<file path="src/verilog/acc_pkg.sv">
// Package of register layout, reset values and codes for the comparator control block
`default_nettype none

package acc_pkg;

    // =====================================================================
    // Register map
    // =====================================================================
    localparam logic [7:0] ADDR_CONTROL    = 8'h00;
    localparam logic [7:0] ADDR_IRQ_STATUS = 8'h04;
    localparam logic [7:0] ADDR_IRQ_MASK   = 8'h08;

    // =====================================================================
    // Control register fields
    // =====================================================================
    localparam int POS_ENABLE      = 15;
    localparam int POS_PIN_DRIVE   = 14;
    localparam int POS_INVERT      = 13;
    localparam int POS_RESULT      = 8;
    localparam int POS_EDGE_LO     = 6;
    localparam int POS_POS_SEL     = 4;
    localparam int POS_NEG_SEL_LO  = 0;

    // Writable bits of the control register
    localparam logic [31:0] CONTROL_WR_MASK = 32'h0000_E0D3;

    // Reset values (not given by the device description; chosen plainly)
    localparam logic [1:0]  RST_EDGE_SEL = 2'h3;
    localparam logic [1:0]  RST_NEG_SEL  = 2'h3;

    // =====================================================================
    // Interrupt status bits
    // =====================================================================
    localparam int STAT_EDGE = 0;
    localparam int STAT_W    = 1;

    // Edge select codes
    typedef enum logic [1:0] {
        ACC_EDGE_OFF  = 2'h0,
        ACC_EDGE_RISE = 2'h1,
        ACC_EDGE_FALL = 2'h2,
        ACC_EDGE_ANY  = 2'h3
    } acc_edge_e;

    // Negative input source codes
    typedef enum logic [1:0] {
        ACC_NEG_OWN_NEG   = 2'h0,
        ACC_NEG_OWN_POS   = 2'h1,
        ACC_NEG_OTHER_POS = 2'h2,
        ACC_NEG_BANDGAP   = 2'h3
    } acc_neg_e;

endpackage : acc_pkg

`default_nettype wire

</file>
<file path="src/verilog/acc_sync.sv">
// Three-stage synchroniser with agreement filter for the raw comparator level
`default_nettype none

module acc_sync (
    input  wire logic mclk,
    input  wire logic rstn,
    input  wire logic din,
    output logic      dout
);

    // =====================================================================
    // Sampling chain
    // =====================================================================
    typedef struct packed {
        logic s1;
        logic s2;
        logic s3;
        logic q;
    } acc_sync_s;

    acc_sync_s r;
    acc_sync_s next_r;

    // Shift chain; output changes once stages two and three agree
    always_comb begin
        next_r    = r;
        next_r.s1 = din;
        next_r.s2 = r.s1;
        next_r.s3 = r.s2;
        if (r.s2 == r.s3) begin
            next_r.q = r.s3;
        end
    end

    // State register
    always_ff @(posedge mclk or negedge rstn) begin
        if (!rstn) begin
            r <= '0;
        end else begin
            r <= next_r;
        end
    end

    assign dout = r.q;

endmodule : acc_sync

`default_nettype wire

</file>
<file path="src/verilog/acc_top.sv">
// Control, status and interrupt logic around one analog voltage comparator
// Notes on behaviour
// - Enable bit 15 writes also rewrite all other fields; clear disables comparator.
// - Pin drive enable bit 14 puts result on the output pin.
// - Invert bit 13 inverts comparator output when set.
// - Read-only bit 8 shows current comparator output level.
// - Edge select: 11 any, 10 falling, 01 rising, 00 interrupts off.
// - Inversion also feeds edge detector, so edges swap when inverted.
// - Positive select bit 4: 1 internal reference, 0 positive pin.
// - Negative select bits 1-0: band-gap, other pin, own positive, own negative.
// - Unimplemented bits 31-16, 12-9, 5, 3-2 read as zero.
//
// Implementation choices: the placing of the registers and the address-and-strobe port.
`default_nettype none

module acc_top (
    input  wire logic        mclk,
    input  wire logic        rstn,
    // Register port
    input  wire logic [7:0]  reg_addr,
    input  wire logic [31:0] reg_wdata,
    input  wire logic        reg_wr,
    input  wire logic        reg_rd,
    output logic      [31:0] reg_rdata,
    // Analog core side
    input  wire logic        compare_raw,
    output logic             comparator_enable,
    output logic             positive_input_select,
    output logic [1:0]       negative_input_select,
    // Output pin
    output logic             comparator_output_pin,
    output logic             comparator_output_pin_oe,
    // Interrupt
    output logic             irq_pulse,
    output logic             irq
);

    // =====================================================================
    // State
    // =====================================================================
    typedef struct packed {
        logic        enable;
        logic        pin_drive_enable;
        logic        output_invert;
        logic [1:0]  irq_edge_select;
        logic        positive_input_select;
        logic [1:0]  negative_input_select;
        logic        prev_out;
        logic [acc_pkg::STAT_W-1:0] irq_status;
        logic [acc_pkg::STAT_W-1:0] irq_mask;
        logic [31:0] rdata;
        logic        pin;
        logic        pin_oe;
        logic        pulse;
        logic        irq;
    } acc_top_s;

    acc_top_s r;
    acc_top_s next_r;

    logic compare_sync;

    // Raw comparator level brought into mclk domain
    acc_sync u_sync (
        .mclk (mclk),
        .rstn (rstn),
        .din  (compare_raw),
        .dout (compare_sync)
    );

    // =====================================================================
    // Helpers
    // =====================================================================
    // Control register image with unimplemented bits forced to zero
    function automatic logic [31:0] control_image(input acc_top_s s, input logic result);
        logic [31:0] v;
        v = 32'h0000_0000;
        v[acc_pkg::POS_ENABLE]    = s.enable;
        v[acc_pkg::POS_PIN_DRIVE] = s.pin_drive_enable;
        v[acc_pkg::POS_INVERT]    = s.output_invert;
        v[acc_pkg::POS_RESULT]    = result;
        v[acc_pkg::POS_EDGE_LO +: 2] = s.irq_edge_select;
        v[acc_pkg::POS_POS_SEL]   = s.positive_input_select;
        v[acc_pkg::POS_NEG_SEL_LO +: 2] = s.negative_input_select;
        return v;
    endfunction : control_image

    // =====================================================================
    // Next state
    // =====================================================================
    logic        cur_out;
    logic        rise;
    logic        fall;
    logic        hit;
    logic [31:0] wmask;

    // Comparator path, edge detection, register access
    always_comb begin
        next_r = r;
        wmask  = reg_wdata & acc_pkg::CONTROL_WR_MASK;
        // Output after polarity; gated low while disabled
        cur_out = r.enable & (compare_sync ^ r.output_invert);
        rise    = cur_out & ~r.prev_out;
        fall    = ~cur_out & r.prev_out;
        unique case (acc_pkg::acc_edge_e'(r.irq_edge_select))
            acc_pkg::ACC_EDGE_OFF:  hit = 1'b0;
            acc_pkg::ACC_EDGE_RISE: hit = rise;
            acc_pkg::ACC_EDGE_FALL: hit = fall;
            acc_pkg::ACC_EDGE_ANY:  hit = rise | fall;
        endcase
        next_r.prev_out = cur_out;
        next_r.pulse    = hit;

        // Pin drive follows pin drive enable bit
        next_r.pin    = cur_out & r.pin_drive_enable;
        next_r.pin_oe = r.pin_drive_enable;

        // Control write: every field written independently of the enable bit
        if (reg_wr && reg_addr == acc_pkg::ADDR_CONTROL) begin
            next_r.enable           = wmask[acc_pkg::POS_ENABLE];
            next_r.pin_drive_enable = wmask[acc_pkg::POS_PIN_DRIVE];
            next_r.output_invert    = wmask[acc_pkg::POS_INVERT];
            next_r.irq_edge_select  = wmask[acc_pkg::POS_EDGE_LO +: 2];
            next_r.positive_input_select = wmask[acc_pkg::POS_POS_SEL];
            next_r.negative_input_select = wmask[acc_pkg::POS_NEG_SEL_LO +: 2];
        end
        if (reg_wr && reg_addr == acc_pkg::ADDR_IRQ_MASK) begin
            next_r.irq_mask = reg_wdata[acc_pkg::STAT_W-1:0];
        end

        // Read data, one cycle after the strobe; unmapped reads zero
        next_r.rdata = 32'h0000_0000;
        if (reg_rd) begin
            unique case (reg_addr)
                acc_pkg::ADDR_CONTROL:    next_r.rdata = control_image(r, cur_out);
                acc_pkg::ADDR_IRQ_STATUS: next_r.rdata = {31'h0000_0000, r.irq_status};
                acc_pkg::ADDR_IRQ_MASK:   next_r.rdata = {31'h0000_0000, r.irq_mask};
                default:                  next_r.rdata = 32'h0000_0000;
            endcase
        end

        // Sticky status: read clears, a new event in that cycle wins
        if (reg_rd && reg_addr == acc_pkg::ADDR_IRQ_STATUS) begin
            next_r.irq_status = '0;
        end
        if (hit) begin
            next_r.irq_status[acc_pkg::STAT_EDGE] = 1'b1;
        end
        next_r.irq = |(next_r.irq_status & next_r.irq_mask);
    end

    // State register
    always_ff @(posedge mclk or negedge rstn) begin
        if (!rstn) begin
            r                 <= '0;
            r.irq_edge_select <= acc_pkg::RST_EDGE_SEL;
            r.negative_input_select <= acc_pkg::RST_NEG_SEL;
        end else begin
            r <= next_r;
        end
    end

    // =====================================================================
    // Outputs, all from flip-flops
    // =====================================================================
    assign reg_rdata                = r.rdata;
    assign comparator_enable        = r.enable;
    assign positive_input_select    = r.positive_input_select;
    assign negative_input_select    = r.negative_input_select;
    assign comparator_output_pin    = r.pin;
    assign comparator_output_pin_oe = r.pin_oe;
    assign irq_pulse                = r.pulse;
    assign irq                      = r.irq;

endmodule : acc_top

`default_nettype wire

</file>
<file path="config.mk">
export PLATFORM = sky130hd
export DESIGN_NAME = acc_top
export DESIGN_NICKNAME = d
export VERILOG_FILES = /design/src/verilog/acc_pkg.sv /design/src/verilog/acc_sync.sv /design/src/verilog/acc_top.sv
export SDC_FILE = /design/constraint.sdc
export NUM_CORES = 1
export LEC_CHECK = 0
export ABC_AREA = 1
export BUFFER_PORTS_ARGS = -buffer_cell sky130_fd_sc_hd__buf_2
export CAP_MARGIN = 20
export CORE_ASPECT_RATIO = 0.8
export CORE_MARGIN = 8
export CORE_UTILIZATION = 42
export CTS_CLUSTER_SIZE = 14
export DETAILED_ROUTE_END_ITERATION = 10
export GPL_TIMING_DRIVEN = 0
export PLACE_DENSITY = 0.85
export SETUP_SLACK_MARGIN = 0.4
export SLEW_MARGIN = 40
export SYNTH_ARGS = -nofsm -noshare
export SYNTH_HDL_FRONTEND = slang
export SYNTH_SLANG_ARGS = --single-unit
</file>
<file path="constraint.sdc">
create_clock -name mclk -period 1.85 [get_ports mclk]
set_clock_uncertainty 0.1 [all_clocks]
set_input_delay 0.0925 -clock mclk [delete_from_list [all_inputs] [get_ports mclk]]
set_output_delay 0.0925 -clock mclk [all_outputs]
set_load 0.02 [all_outputs]
</file>
# Word-level counts from Yosys, hierarchy flattened
# Cells that the tools add are included.
[word_totals]
reg_bits = 51
latchBits = 0
mem_bits_rw = 0
romBits = 0
in_bits = 45
output_inout_bits = 40
wordCells = 44
mem_count = 0
[op_classes]
n_addsub = 0
n_mul = 0
div = 0
magnitude_cmp = 0
eq_ne = 6
shift = 0
muxes = 6
n_bitwise = 9
reduce_logical = 5
[op_table]
columns = ["operator", "n"]
rows = [
  ["one-hot mux 16 bit (3 select lines)", 1],
  ["2-to-1 mux 16 bit", 1],
  ["== test 8 x 3 -> 1 bit (second input constant)", 1],
  ["== test 8 x 4 -> 1 bit (second input constant)", 1],
  ["zero test 8 bit", 1],
  ["bitwise AND 1 bit", 5],
  ["== test 2 bit (second input constant)", 2],
  ["one-hot mux 1 bit (4 select lines)", 1],
  ["logical AND 1 bit", 3],
  ["2-to-1 mux 1 bit", 3],
  ["== test 2 x 1 -> 1 bit (second input constant)", 1],
  ["zero test 2 bit", 1],
  ["NOT 1 bit", 2],
  ["== test 1 bit", 1],
  ["bitwise OR 1 bit", 1],
  ["bitwise XOR 1 bit", 1],
]

# Logic depth before layout (Yosys ltp)
# Gate-level depths: netlist of the first run.
[logic_depth]
depth_word = 8
mapped_depth = 8
depth_no_buf = 8

# Hierarchy
# From an unflattened synthesis of the first run, not the netlist that was laid out.
[hier_totals]
hier_cells = 153
area_unflattened_um2 = 1412.6
[by_module_without_submodules]
columns = ["mod", "n_inst", "cells_each", "area_each_um2", "seq_area_each_um2"]
rows = [
  ["acc_top", 1, 145, 1296.2, 605.6],
  ["acc_sync", 1, 8, 116.4, 100.1],
]

# Worst setup path before layout of the first run
# No wires, ideal clock.
[synth_path]
path_type = "register to register"
start = "register r, in the netlist comparator_enable"
end = "register r, in the netlist irq"
setup_ps = 71
arrival_ps = 1353
required_ps = 1679
slack_ps = 325
stages_incl_launch_ff = 9
path_buffers = 0
period_less_slack_ps = 1525
path_cell_list = "dfrtp_1 inv_1 nor2_1 ha_1 nand2_1 nand2_1 o21ai_1 a21oi_1 nor2_1"
[synth_rtl]
columns = ["element", "line_no", "text"]
rows = [
  ["start, declared", "acc_top.sv:58", "acc_top_s r;"],
  ["start signal, assigned", "acc_top.sv:159", "r <= next_r;"],
]

==> results.json, run 1 <==
{
  "syn_to_final_growth_pct": 43.1,
  "placed_area_mm2": 0.00172,
  "fp.coreArea_mm2": 0.00313,
  "grt_first_pass_wirelength_um": 4490,
  "io_pins": 85,
  "cp_slowest_stage_delay_ps": 420,
  "die_h_um": 67.4,
  "rsz0062_at_grt": "true",
  "min_to": "r[36]",
  "avgSynthCellArea_um2": 9.63,
  "required_ps": 1950,
  "irDropWorstVdd_uv": 844,
  "path_max_fanout": 3,
  "first_iter_violations": 35,
  "swShare_pct": 24.3,
  "synth.distinct_cells": 23,
  "cap_violations": 0,
  "routedWlPerCell_um": 10.6,
  "antenna_found_initial": 0,
  "num-fill-cells": 274,
  "ys.flop_type": "dfrtp_1",
  "layout.nets": 274,
  "ctsRootBufferMaster": "clkbuf_8",
  "synthTopCellsByArea": "dfrtp_1, buf_4, dfstp_2",
  "finalCriticalPeriod_ps": 1610,
  "clkSlewWorstSetupHoldPaths_ps": 90,
  "p_clk_share_pct": 33.6,
  "intPower_mw": 1.06,
  "hpwl_um": 2090,
  "rrSetupSlack_ps": 240,
  "via_count": 1023,
  "yosysMostFrequentCell": "buf_4",
  "arrival_ps": 1710,
  "yosysSeqAreaShare_pct": 50.9,
  "max_slew_margin_pct": 60.5,
  "yosysTopAreaCell": "dfrtp_1",
  "crit_type": "reg -> reg",
  "hp-class": "in -> reg",
  "hp-start": "reg_wr",
  "cts_tree": "built",
  "drc": 0,
  "crit_chain": "xnor2_2 -> nor2_2 -> ha_1 -> nand2_1 -> nand2_1 -> o21ai_2 -> a21oi_2 -> nor2_1",
  "cts_buffers": 3,
  "netlist_area_mm2": 0.00139,
  "r2r_end": "irq",
  "outcome": "finished clean",
  "crit_buf_inv": 0,
  "synth_common_cells": "buf_4, dfrtp_1, nor2_1",
  "first_global_vias": 969,
  "drive_gt1_share_pct": 49.6,
  "r2r_cells": 8,
  "synthDominantCellAreaShare_pct": 43.3,
  "critPathSlowestCell": "dfrtp_1",
  "finalCoreUtilization_pct": 63.4,
  "h-tree-depth": 1,
  "vias_per_cell": 3.85,
  "synthArstFlopShare_pct": 100,
  "final_area_mm2": 0.00198,
  "synth-seq-cells": 28,
  "gp_congestion": 0.687,
  "crit_path_start_kind": "flip-flop",
  "io_buffers": 37,
  "fmax_ghz": 0.623,
  "ys_warn_count": 0,
  "report.power.total_mw": 1.40,
  "grt_max_degree": 29,
  "drtAntennaViolNets": 0,
  "die-area_mm2": 0.00541,
  "comb_power_share_pct": 19.6,
  "cellPowerDensity_mw_per_mm2": 707,
  "seqPwrFrac_pct": 46.9,
  "initial_utilization_pct": 44.3,
  "clkSinkCount": 28,
  "r2r_start": "u_sync.dout",
  "cp_common_cell": "nand2_1",
  "synth_cells": 144,
  "clk_latency_ps": 270,
  "setup_viol": 0,
  "drtPass1Iterations": 4,
  "worst_pin_slew_ps": 593,
  "setup-tns-final_ps": 0,
  "chipWidth_um": 80.2,
  "cts.path.max_buffers": 2,
  "cp-end-kind": "flip-flop",
  "p_leak_nw": 1.15,
  "synth_edf_count": 0,
  "hold_violations": 0,
  "critical-path-top-delay-family": "flip-flops",
  "hold-path-cell-count": 4,
  "grt_overflow": 0,
  "min_period_over_period_pct": 86.8,
  "placementRows": 18,
  "switchingPower_mw": 0.341,
  "num_antenna_cells": 0,
  "drt-total-wl_um": 2820,
  "track_usage_pct": 10.5,
  "drv_slew": 0
}
-- worst min-delay path, stage by stage --
cell and delay, ps:
buf_2 130, nand4_1 90, nand2_1 60, inv_1 50
-- layout by cell type, fill, tap and decap left out, types with 2 or more instances in the layout --
master / n
a21oi_2: 8
buf_2: 37
buf_4: 42
clkbuf_8: 3
conb_1: 23
dfrtp_1: 23
dfstp_2: 4
dlygate4sd3_1: 11
inv_1: 17
inv_2: 2
nand2_1: 11
nand2_2: 2
nand3_1: 6
nor2_1: 19
nor2_2: 4
nor2_4: 2
o21ai_2: 2
-- cell type report --
| cell class | instances | area [um^2] | area share, % |
|---|---|---|---|
| sequential | 28 | 707 | 35.6 |
| multi-input combinational | 84 | 463 | 23.3 |
| timing repair buffer | 56 | 355 | 17.9 |
| buffer | 35 | 267 | 13.4 |
| inverter | 19 | 71.3 | 3.59 |
| tap | 40 | 50.0 | 2.52 |
| clock buffer | 3 | 41.3 | 2.08 |
| clock inverter | 1 | 30.0 | 1.51 |
-- registers in the layout, summed over array words and instances (netlist names) --
name and cells:
comparator_enable 1, comparator_output_pin 1, comparator_output_pin_oe 1, irq 1
irq_pulse 1, negative_input_select 2, next_r 1, positive_input_select 1
r 6, reg_rdata 9, u_sync.dout 1, u_sync.next_r 2
u_sync.r 1
-- worst max path at each step --
stage | startpoint | end | slack (ps) | cells after the start
5_1_grt | u_sync.dout | irq | 120 | 8
3_5_place_dp | u_sync.dout | irq | 250 | 8
4_1_cts | r[44] | irq | 260 | 8
3_3_place_gp | u_sync.dout | irq | 250 | 8
2_1_floorplan | r[44] | irq | 400 | 8
6_report | u_sync.dout | irq | 240 | 8
-- cell families after synthesis --
| family | after synthesis | synth area share [%] |
|---|---|---|
| buf+inv | 54 | 24.4 |
| simple gates | 47 | 15.5 |
| flops | 28 | 50.9 |
| compound gates | 10 | 5.78 |
| fa+ha+maj | 3 | 2.53 |
| xor+xnor | 1 | 0.632 |
| other cells | 1 | 0.270 |
-- per-stage QoR --
stage | hold slack, ps | setup WS [ps] | std cells
2_1_floorplan | -303 | 397 | 166
3_3_place_gp | 27.8 | 245 | 243
3_5_place_dp | 37.2 | 247 | 243
4_1_cts | 75.8 | 256 | 262
5_1_grt | 95.8 | 123 | 266
6_report | 80.3 | 245 | 266
-- repair_timing --
action	in CTS	in global routing
gates resized for setup	6	0
hold endpoints to repair	34	0
setup endpoints to repair	3	3
hold buffers	11	0
pin swaps	1	7
gates cloned	0	0
setup buffers	4	4
-- metal layers --
layer  global-route usage (%)  wire length, um  share of wire (%)
met5                        0                0                  0
met4                     2.04                6               0.21
met3                     4.11              176                6.2
met2                     20.5             1580                 56
met1                     10.4             1060                 38
-- power groups by stage --
stage / Combinational, mW / Sequential [mW] / Clock, mW
2_1_floorplan: 0.136 / 0.682 / 0
5_1_grt: 0.301 / 0.660 / 0.509
6_report: 0.275 / 0.657 / 0.471
4_1_cts: 0.254 / 0.657 / 0.483
3_5_place_dp: 0.213 / 0.667 / 0
3_3_place_gp: 0.210 / 0.666 / 0
No activity file was read; power rests on OpenSTA's default activity.
==> run 2, diff against run 1 <==
--- a/config.mk
+++ b/config.mk
@@ -14,7 +14,7 @@
 export CTS_CLUSTER_SIZE = 14
 export DETAILED_ROUTE_END_ITERATION = 10
 export GPL_TIMING_DRIVEN = 0
-export PLACE_DENSITY = 0.85
+export PLACE_DENSITY = 0.84
 export SETUP_SLACK_MARGIN = 0.4
 export SLEW_MARGIN = 40
 export SYNTH_ARGS = -nofsm -noshare
==> run 2 against run 1 <==
Compared with the run above: total power grew 0.32%; largest cell class unchanged; non-clock buffer count shrank 1; critical path depth unchanged; critical path type unchanged.
==> results.json, run 2 (same netlist as run 1, synthesis figures left out) <==
{
  "critPathSlowestCell": "dfrtp_1",
  "p_clk_share_pct": 33.2,
  "drc": 0,
  "multi_input_area_um2": 470,
  "syn_to_final_growth_pct": 43.3,
  "hold_ws_ps": 84.9,
  "vias_per_cell": 4.04,
  "drive_gt1_share_pct": 49.3,
  "cap_violations": 0,
  "worst_pin_slew_ps": 618,
  "largest_reg_flops": 9,
  "setup-tns-final_ps": 0,
  "routedWlPerCell_um": 11.2,
  "drt-total-wl_um": 2970,
  "num-fill-cells": 263,
  "crit_buf_inv": 0,
  "cts_tree": "built",
  "cts_buffers": 3,
  "cellPowerDensity_mw_per_mm2": 708,
  "comb_power_share_pct": 20.0,
  "grt_first_pass_wirelength_um": 4910,
  "layout_commonest_cell": "buf_4",
  "report.power.total_mw": 1.41,
  "regArea_um2": 707,
  "outcome": "finished clean",
  "switchingPower_mw": 0.344,
  "h-tree-depth": 1,
  "rsz0062_at_grt": "true",
  "clkSinkCount": 28,
  "cp_common_cell": "nand2_1",
  "first_global_vias": 1129,
  "layout.nets": 273,
  "setup_viol": 0,
  "first_iter_violations": 43,
  "seqPwrFrac_pct": 46.7,
  "io_pins": 85,
  "fp.coreArea_mm2": 0.00313,
  "chipWidth_um": 80.2,
  "critical-path-top-delay-family": "flip-flops",
  "final_cell_mix": "buf_4, buf_2, conb_1, dfrtp_1, nor2_1",
  "drtAntennaViolNets": 0,
  "crit_type": "reg -> reg",
  "die-area_mm2": 0.00541,
  "io_buffers": 37,
  "num_antenna_cells": 0,
  "ctsRootBufferMaster": "clkbuf_8",
  "finalCriticalPeriod_ps": 1610,
  "hp-class": "in -> reg",
  "cp_slowest_stage_delay_ps": 420,
  "via_count": 1070,
  "antenna_found_initial": 0,
  "fmax_ghz": 0.621,
  "max_slew_margin_pct": 58.8,
  "irDropWorstVdd_uv": 822,
  "drv_slew": 0,
  "crit_chain": "xnor2_2 -> nor2_2 -> ha_1 -> nand2_1 -> nand2_1 -> o21ai_4 -> a21oi_2 -> nor2_1",
  "clk_latency_ps": 270,
  "hold_violations": 0,
  "cts.path.max_buffers": 2,
  "min_period_over_period_pct": 87.0,
  "die_h_um": 67.4,
  "grt_overflow": 0,
  "placementRows": 18,
  "path_max_fanout": 3,
  "arrival_ps": 1710,
  "hpwl_um": 2160,
  "track_usage_pct": 11.5,
  "swShare_pct": 24.4,
  "gp_congestion": 0.714,
  "initial_utilization_pct": 44.3,
  "drtPass1Iterations": 4,
  "crit_path_start_kind": "flip-flop",
  "p_leak_nw": 1.15,
  "cp-end-kind": "flip-flop",
  "grt_max_degree": 29,
  "required_ps": 1950,
  "intPower_mw": 1.06,
  "clkSlewWorstSetupHoldPaths_ps": 90
}
[run 2: through the flow]
stage	utilization (%)	instances	area, um^2	setup slack [ps]
finish	63.5	265	1990	240
floorplan	-	166	1480	397
CTS	62.4	262	1950	251
global placement	54.8	243	1720	249
global route	63.5	265	1990	80.9
detailed placement	54.8	243	1720	213
[run 2: what timing repair did]
item	in CTS	in global routing
setup endpoints to repair	3	3
setup buffers	4	3
pin swaps	2	3
hold buffers	11	0
gates resized for setup	6	2
hold endpoints to repair	34	0
[run 2: power groups by stage]
stage               clock (mW)  sequential (mW)  combinational [mW]
finish                   0.468            0.658               0.282
global route             0.513            0.662               0.308
CTS                      0.483            0.658               0.258
detailed placement           0            0.668               0.214
global placement             0            0.666               0.210
floorplan                    0            0.682               0.136
[run 2: tightest hold or removal path: stages]
cell and delay (ps):
buf_2 130, nand4_1 90, nand2_1 70, inv_1 50
[run 2: final cells by class]
type | count | area share (%)
sequential | 28 | 35.6
clock inverter | 1 | 1.51
tap | 40 | 2.52
multi-input combinational | 84 | 23.7
clock buffer | 3 | 2.08
timing repair buffer | 55 | 17.5
inverter | 19 | 3.72
buffer | 35 | 13.4
[run 2: metal layers]
metal | GRT usage [%] | vias to the layer above | routed length, um
met2 | 22.9 | 33 | 1680
met4 | 2.71 | 0 | 23
met3 | 3.71 | 4 | 220
met5 | 0 | - | 0
li1 | - | 540 | -
met1 | 11.3 | 493 | 1050
[run 2: final timing paths]
path / startpoint / end / slack, ps / cells after the start
max: u_sync.dout / irq / 240 / 8
min: reg_wr / r[36] / 80 / 4
min reg2reg: u_sync.next_r[2] / u_sync.next_r[1] / 260 / 0
max in group asynchronous: rstn / comparator_enable / 950 / 2
max reg2reg: u_sync.dout / irq / 240 / 8
min in group asynchronous: rstn / comparator_output_pin_oe / 250 / 2
